## config.mk

```make
export PLATFORM = sky130hd
export DESIGN_NAME = acsc_top
export DESIGN_NICKNAME = d
export VERILOG_FILES = /design/src/verilog/acsc_pkg.sv /design/src/verilog/acsc_sync.sv /design/src/verilog/acsc_slot_pick.sv /design/src/verilog/acsc_top.sv
export VERILOG_INCLUDE_DIRS = /design/src /design/src/verilog
export SDC_FILE = /design/constraint.sdc
export NUM_CORES = 1
export LEC_CHECK = 0
export BUFFER_PORTS_ARGS = -buffer_cell sky130_fd_sc_hd__clkbuf_2
export CELL_PAD_IN_SITES_DETAIL_PLACEMENT = 0
export CELL_PAD_IN_SITES_GLOBAL_PLACEMENT = 2
export CORE_MARGIN = 2
export CORE_UTILIZATION = 38
export CTS_CLUSTER_SIZE = 24
export DETAILED_ROUTE_END_ITERATION = 7
export PLACE_DENSITY = 0.82
export SLEW_MARGIN = 10
export SYNTH_ARGS = -nofsm -noshare
export SYNTH_HDL_FRONTEND = slang
export SYNTH_SLANG_ARGS = --single-unit
```

## constraint.sdc

```tcl
create_clock -name ref_clk -period 2.6 [get_ports ref_clk]
set_input_delay 0.26 -clock ref_clk [delete_from_list [all_inputs] [get_ports ref_clk]]
set_output_delay 0.26 -clock ref_clk [all_outputs]
set_load 0.03 [all_outputs]
```

## src/verilog/acsc_regs.svh

```systemverilog
`ifndef ACSC_REGS_SVH
`define ACSC_REGS_SVH
// Register indices; byte address is four times the index
`define ACSC_CTRL_IDX     8'h3B
`define ACSC_DIAG_IDX     8'h3C
`define ACSC_STAT_IDX     8'h3D
`define ACSC_CTRL_ADDR    8'hEC
`define ACSC_DIAG_ADDR    8'hF0
`define ACSC_STAT_ADDR    8'hF4
// Reset values
`define ACSC_CTRL_RST     16'h0000
`define ACSC_DIAG_RST     16'h0000
// Writable bits of the control register, reserved 7:2 read zero
`define ACSC_CTRL_WMASK   16'hFF03
// Control field positions
`define ACSC_RATE_HI      15
`define ACSC_RATE_LO      14
`define ACSC_MODE_HI      13
`define ACSC_MODE_LO      12
`define ACSC_DEN_HI       11
`define ACSC_DEN_LO       8
`define ACSC_MEN_HI       1
`define ACSC_MEN_LO       0
// Slot 3 source selector position
`define ACSC_SRC3_HI      15
`define ACSC_SRC3_LO      12
// Slot 0 source selector position
`define ACSC_SRC0_HI      3
`define ACSC_SRC0_LO      0
// Status bit positions
`define ACSC_ST_BUSY      0
`define ACSC_ST_DOWN      1
`define ACSC_ST_PWRUP     2
// Power-up wait
`define ACSC_PWRUP_US     100
`define ACSC_CLK_MHZ      200
`define ACSC_PWRUP_CYC    (`ACSC_PWRUP_US * `ACSC_CLK_MHZ)
`endif

```

## src/verilog/acsc_pkg.sv

```systemverilog
`default_nettype none
package acsc_pkg;
    // Sequencer states, one-hot
    typedef enum logic [4:0] {
        S_IDLE  = 5'b00001,
        S_DOWN  = 5'b00010,
        S_PWRUP = 5'b00100,
        S_ISSUE = 5'b01000,
        S_WAIT  = 5'b10000
    } acsc_state_e;

    // Sequence mode codes
    typedef enum logic [1:0] {
        M_STANDBY = 2'h0,
        M_SINGLE  = 2'h1,
        M_CONT    = 2'h2,
        M_POWDN   = 2'h3
    } acsc_mode_e;

    typedef logic [2:0]  acsc_slot_t;
    typedef logic [15:0] acsc_word_t;

    // Whole state of the sequencer
    typedef struct packed {
        acsc_word_t  ctrl;
        acsc_word_t  diag;
        acsc_state_e state;
        acsc_slot_t  pos;
        logic [15:0] cnt;
        logic        start_pend;
        logic        done_q;
        acsc_word_t  rd_data;
        logic        conv_start;
        acsc_slot_t  conv_slot;
        logic [3:0]  conv_src;
        logic [1:0]  conv_rate;
        logic        busy;
        logic        power;
    } acsc_q_s;
endpackage
`default_nettype wire

```

## src/verilog/acsc_sync.sv

```systemverilog
`timescale 1ns/10ps
`default_nettype none
// Two-stage synchroniser for levels from outside the clock domain
module acsc_sync #(
    parameter int W = 1
) (
    input  wire logic         ref_clk,
    input  wire logic         rst_n,
    input  wire logic [W-1:0] din,
    output logic      [W-1:0] dout
);
    logic [W-1:0] meta_ff;  // First stage, read only by the second
    logic [W-1:0] sync_ff;  // Second stage

    // Both stages clear to zero under reset
    always_ff @(posedge ref_clk or negedge rst_n) begin
        if (!rst_n) begin
            meta_ff <= '0;
            sync_ff <= '0;
        end else begin
            meta_ff <= din;
            sync_ff <= meta_ff;
        end
    end

    assign dout = sync_ff;
endmodule
`default_nettype wire

```

## src/verilog/acsc_slot_pick.sv

```systemverilog
`timescale 1ns/10ps
`default_nettype none
// Finds the lowest enabled slot at or above a start position
module acsc_slot_pick #(
    parameter int N  = 6,
    parameter int IW = 3
) (
    input  wire logic [N-1:0]  mask,
    input  wire logic [IW-1:0] from,
    output logic               found,
    output logic [IW-1:0]      idx
);
    // Priority scan; a start past the last slot finds nothing
    always_comb begin
        found = 1'b0;
        idx   = '0;
        for (int i = N - 1; i >= 0; i--) begin
            if (mask[i] && (IW'(i) >= from)) begin
                found = 1'b1;
                idx   = IW'(i);
            end
        end
    end
endmodule
`default_nettype wire

```

## src/verilog/acsc_top.sv

```systemverilog
`timescale 1ns/10ps
`default_nettype none
`include "acsc_regs.svh"

module acsc_top #(
    parameter int PWRUP_CYCLES = `ACSC_PWRUP_CYC
) (
    input  wire logic                ref_clk,
    input  wire logic                rst_n,
    input  wire logic [7:0]          addr,
    input  wire logic [15:0]         wr_data,
    input  wire logic                wr_en,
    input  wire logic                rd_en,
    output logic      [15:0]         rd_data_ff,
    input  wire logic                conv_done,
    output logic                     conv_start_ff,
    output acsc_pkg::acsc_slot_t     conv_slot_ff,
    output logic      [3:0]          conv_src_ff,
    output logic      [1:0]          conv_rate_ff,
    output logic                     adc_power_ff,
    output logic                     adc_busy_ff
);
    import acsc_pkg::*;

    ////////////////////////////////////////////////////////////////////////
    // State and helpers

    acsc_q_s          q_ff;     // Registered state
    acsc_q_s          nxt_q;    // Next state
    logic             done_s;   // Synchronised conversion done
    logic             done_rise;// One-cycle done event
    logic [5:0]       en_mask;  // Slot enables, measurement slots low
    logic             pk_found; // An enabled slot remains
    acsc_slot_t       pk_idx;   // Next enabled slot
    acsc_mode_e       mode;     // Current sequence mode
    logic [1:0]       rate_raw; // Rate field as written
    logic [1:0]       rate_norm;// Rate after folding undefined code

    // The done level comes from the analogue side, so it is synchronised
    acsc_sync #(
        .W (1)
    ) u_done_sync (
        .ref_clk (ref_clk),
        .rst_n   (rst_n),
        .din     (conv_done),
        .dout    (done_s)
    );

    assign done_rise = done_s && !q_ff.done_q;

    assign en_mask = {q_ff.ctrl[`ACSC_DEN_HI:`ACSC_DEN_LO],
                      q_ff.ctrl[`ACSC_MEN_HI:`ACSC_MEN_LO]};

    assign mode     = acsc_mode_e'(q_ff.ctrl[`ACSC_MODE_HI:`ACSC_MODE_LO]);
    assign rate_raw = q_ff.ctrl[`ACSC_RATE_HI:`ACSC_RATE_LO];

    assign rate_norm = (rate_raw == 2'h3) ? 2'h0 : rate_raw;

    // Walks the enabled slots in ascending order
    acsc_slot_pick #(
        .N  (6),
        .IW (3)
    ) u_pick (
        .mask  (en_mask),
        .from  (q_ff.pos),
        .found (pk_found),
        .idx   (pk_idx)
    );

    ////////////////////////////////////////////////////////////////////////
    // Next-state logic

    always_comb begin
        nxt_q            = q_ff;
        nxt_q.conv_start = 1'b0;
        nxt_q.rd_data    = 16'h0000;
        nxt_q.done_q     = done_s;

        // Sequencer; runs before the bus so a new request wins over a clear
        case (q_ff.state)
            S_IDLE: begin
                // Powered and waiting for a start
                if (q_ff.start_pend) begin
                    nxt_q.start_pend = 1'b0;
                    nxt_q.busy       = 1'b1;
                    nxt_q.pos        = 3'h0;
                    nxt_q.state      = S_ISSUE;
                end else if (mode == M_POWDN) begin
                    nxt_q.power = 1'b0;
                    nxt_q.state = S_DOWN;
                end
            end
            S_DOWN: begin
                if (q_ff.start_pend) begin
                    nxt_q.start_pend = 1'b0;
                    nxt_q.busy       = 1'b1;
                    nxt_q.power      = 1'b1;
                    nxt_q.cnt        = 16'h0000;
                    nxt_q.state      = S_PWRUP;
                end
            end
            S_PWRUP: begin
                if (q_ff.cnt == 16'(PWRUP_CYCLES - 1)) begin
                    nxt_q.pos   = 3'h0;
                    nxt_q.state = S_ISSUE;
                end else begin
                    nxt_q.cnt = q_ff.cnt + 16'h0001;
                end
            end
            S_ISSUE: begin
                // Issue the next enabled slot, wrap, or close the sequence
                if (pk_found) begin
                    nxt_q.conv_start = 1'b1;
                    nxt_q.conv_slot  = pk_idx;
                    nxt_q.conv_rate  = rate_norm;
                    nxt_q.conv_src   = (pk_idx >= 3'h2)
                        ? 4'(q_ff.diag >> {pk_idx - 3'h2, 2'h0}) : 4'h0;
                    nxt_q.state      = S_WAIT;
                end else if (mode == M_CONT && (|en_mask)) begin
                    nxt_q.pos = 3'h0;
                end else begin
                    nxt_q.busy = 1'b0;
                    if (mode == M_POWDN) begin
                        nxt_q.power = 1'b0;
                        nxt_q.state = S_DOWN;
                    end else begin
                        nxt_q.state = S_IDLE;
                    end
                end
            end
            S_WAIT: begin
                // Converter reports the slot finished
                if (done_rise) begin
                    nxt_q.pos   = q_ff.conv_slot + 3'h1;
                    nxt_q.state = S_ISSUE;
                end
            end
            default: begin
                nxt_q.state = S_IDLE;
            end
        endcase

        // Register writes
        if (wr_en) begin
            case (addr)
                `ACSC_CTRL_ADDR: begin
                    nxt_q.ctrl = wr_data & `ACSC_CTRL_WMASK;
                    // Single or continuous code requests a sequence
                    if (wr_data[`ACSC_MODE_HI:`ACSC_MODE_LO] == M_SINGLE ||
                        wr_data[`ACSC_MODE_HI:`ACSC_MODE_LO] == M_CONT) begin
                        nxt_q.start_pend = 1'b1;
                    end
                end
                `ACSC_DIAG_ADDR: begin
                    nxt_q.diag = wr_data;
                end
                default: begin
                    // Unmapped writes are dropped
                end
            endcase
        end

        // Register reads; data stand one cycle only
        if (rd_en) begin
            case (addr)
                `ACSC_CTRL_ADDR: nxt_q.rd_data = q_ff.ctrl;
                `ACSC_DIAG_ADDR: nxt_q.rd_data = q_ff.diag;
                `ACSC_STAT_ADDR: begin
                    nxt_q.rd_data[`ACSC_ST_BUSY]  = q_ff.busy;
                    nxt_q.rd_data[`ACSC_ST_DOWN]  = (q_ff.state == S_DOWN);
                    nxt_q.rd_data[`ACSC_ST_PWRUP] = (q_ff.state == S_PWRUP);
                end
                default: nxt_q.rd_data = 16'h0000;
            endcase
        end
    end

    ////////////////////////////////////////////////////////////////////////
    // State register

    // control and source select reset to zero
    always_ff @(posedge ref_clk or negedge rst_n) begin
        if (!rst_n) begin
            q_ff            <= '0;
            q_ff.ctrl       <= `ACSC_CTRL_RST;
            q_ff.diag       <= `ACSC_DIAG_RST;
            q_ff.state      <= S_IDLE;
            q_ff.power      <= 1'b1;
        end else begin
            q_ff <= nxt_q;
        end
    end

    // Outputs come straight from the state register
    assign rd_data_ff    = q_ff.rd_data;
    assign conv_start_ff = q_ff.conv_start;
    assign conv_slot_ff  = q_ff.conv_slot;
    assign conv_src_ff   = q_ff.conv_src;
    assign conv_rate_ff  = q_ff.conv_rate;
    assign adc_power_ff  = q_ff.power;
    assign adc_busy_ff   = q_ff.busy;
endmodule
`default_nettype wire

```

==> metrics.yaml <==
timing:
  hold_violations: 0
  period_share_pct: 88.9
  period_needed_ns: 2.31
  timing.fmax_ghz: 0.433
  clock_skew_ns: 0.00534
  relSlewSlack_pct: 46.7
  setup_viol: 0
  slew_violations: 0
  worst_pin_slew_ns: 0.795
  setup_tns_ns: 0
  rsz0062_at_grt: "no"
floorplanning:
  die_area_um2: 12200
  row_count: 38
  die_w_um: 110
  num_io_pins: 57
  die_h_um: 110
  initial_utilization_pct: 39.2
  core_area_um2: 10900
pwr:
  powerDensity_nw_per_um2: 632
  power_switching_w: 0.000831
  seqPwrFrac_pct: 45.5
  comb_power_share_pct: 13.6
  peakVddDrop_mv: 0.367
  p_sw_share_pct: 27.0
  power.internal_w: 0.00225
  clockPowerShare_pct: 41.0
  p_leak_nw: 2.23
cts:
  postCtsSetupBuffers: 0
  clk_pin_slew_worst_paths_ns: 0.06
  ctsRootBufferMaster: "clkbuf_16"
  cts_tree: "yes"
  numCtsBuffers: 9
  cts_buffer_depth: 2
  hold_buffers: 1
  htreeDepth: 3
  cts_sinks: 82
  ctsResizeCount: 0
  insertion_delay_ns: 0.34
cells_and_area:
  syn_to_final_growth_pct: 13.5
  multi_input_area_um2: 1870
  fill_cells: 1075
  seq_area_um2: 2050
  nets: 465
  num_antenna_cells: 0
  drive_gt1_share_pct: 29.5
  fin_util_pct: 44.5
synth:
  synth-async-reset-ratio_pct: 100
  synth-seq-cells: 82
  ys_types: 64
  seq_area_frac_synth_pct: 47.9
  synth.net_count: 430
  synthTopCellsByArea: "dfrtp_1 47%, mux2_2 6.8%, buf_4 4.5%"
  syn_area_per_cell_um2: 10.8
  synth_largest_area_cell: "dfrtp_1"
  synth_cells: 398
  yosys.area.top_type_share_pct: 46.7
  yosys_warnings: 0
  synthTopCellsByCount: "80 x dfrtp_1, 26 x buf_4, 26 x mux2_2, 26 x nand2_1, 21 x nor2_1"
  synth_area_um2: 4290
  yosysMostFrequentCell: "dfrtp_1"
  synth_edf_count: 0
  ys.flop_type: "dfrtp_1"
routing:
  routed-wl-met2_mm: 4.22
  wl_mm: 9.59
  final_antenna_net_count: 0
  vias_per_cell: 5.27
  firstDrtPassIters: 4
  num_vias: 3040
  wl_met3_um: 335
  wl_per_cell_um: 16.6
  drt_iter0_markers: 182
  wl_met1_mm: 4.85
  drc: 0
  topRoutingLayerUsed: "met4"
critical_path:
  worst-endpoint-required_ns: 2.82
  end_kind: "flop"
  cp_max_fo: 9
  rrSetupSlack_ns: 0.29
  critical_path_class: "reg -> reg"
  start_kind: "flop"
  arrival_ns: 2.53
placement:
  dp_hpwl_mm: 7.06
  routabilityCongestion: 0.804
  portBuffers: 56
grt:
  first_global_vias: 3025
  globalRouteOverflowTotal: 0
  antenna_found_initial: 0
  groute.usage.overall_pct: 17.2
  grt_max_degree: 45
  grt_pass1_wl_mm: 15.8
flow_run:
  max_cap_violations: 0
status:
  status: "finished clean"
worst_hold_path:
  min_path_type: "in -> reg"
[power by group through the flow]
stage / registers, W / clock network, W / logic [W]
after detailed placement: 0.00142 / 0 / 0.000417
after global placement: 0.00142 / 0 / 0.000409
after global routing: 0.00141 / 0.00135 / 0.000474
after floorplan: 0.00138 / 0 / 0.000311
after CTS: 0.00140 / 0.00129 / 0.000422
final: 0.00140 / 0.00126 / 0.000417
[logic make-up after synthesis]
group | after synthesis | synth area share [%]
AO/OA/AOI/OAI | 82 | 15.0
buffers and inverters | 63 | 8.43
XOR/XNOR | 12 | 2.45
AND/OR/NAND/NOR | 121 | 16.5
flip-flops | 82 | 47.9
adder cells (fa/ha/maj) | 3 | 0.875
multiplexers | 35 | 8.92
[cells in the final DEF (no fill, tap or decap), types with 9 or more instances in the layout]
cell | netlist | layout
mux2_2 | 26 | 26
nand2_1 | 26 | 26
dfrtp_1 | 80 | 80
clkbuf_2 | 1 | 55
nand3_1 | 9 | 9
nand2b_1 | 12 | 12
buf_4 | 26 | 11
nor2_1 | 21 | 21
o211ai_1 | 17 | 17
inv_1 | 18 | 18
a22o_1 | 9 | 9
clkbuf_16 | 0 | 9
o21ai_0 | 19 | 19
mux2i_1 | 9 | 9
[per-stage QoR]
step                      setup WS, ns  total power (W)  area, µm²  instances  hold slack [ns]
after floorplan                  0.356          0.00169       4290        398          -0.0356
after global placement           0.352          0.00183       4570        561            0.263
after detailed placement         0.302          0.00184       4570        561            0.261
after CTS                        0.272          0.00311       4870        577           0.0136
after global routing             0.152          0.00323       4870        577           0.0117
final                            0.290          0.00308       4870        577           0.0262
[per-layer routing]
metal	GRT usage (%)	vias to the layer above
met2	25.7	56
li1	-	1479
met4	7.05	0
met3	3.12	16
met5	0	-
met1	24.5	1489
[sequential cells by signal, indices dropped and copies added (netlist names), 2 cells and up]
| name | cells |
|---|---|
| q_ff | 44 |
| conv_src_ff | 4 |
| mode | 2 |
| conv_rate_ff | 2 |
| en_mask | 6 |
| rd_data_ff | 16 |
| conv_slot_ff | 3 |
[worst max-delay path: stages (launching register included)]
cell and delay, ns:
dfrtp_1 0.43, or4_4 0.54, nor4_4 0.55, a2bb2oi_2 0.25
a22oi_1 0.16, a32o_1 0.28
[final cells by class]
type / count / share of cell area, %
sequential: 82 / 42.2
multi-input combinational: 253 / 38.5
timing repair buffer: 69 / 8.37
clock buffer: 9 / 4.62
tap: 140 / 3.60
inverter: 18 / 1.39
clock inverter: 6 / 1.36
[path summary, 6_finish.rpt]
path,start,endpoint,depth (start not counted)
setup / recovery,q_ff[37],q_ff[47],5
hold / removal,conv_done,u_done_sync.meta_ff,1
setup reg to reg,q_ff[37],q_ff[47],5
hold reg to reg,u_done_sync.meta_ff,u_done_sync.dout,0
max in group asynchronous,rst_n,adc_power_ff,3
min in group asynchronous,rst_n,rd_data_ff[6],2
No activity file was read; power rests on OpenSTA's default activity.
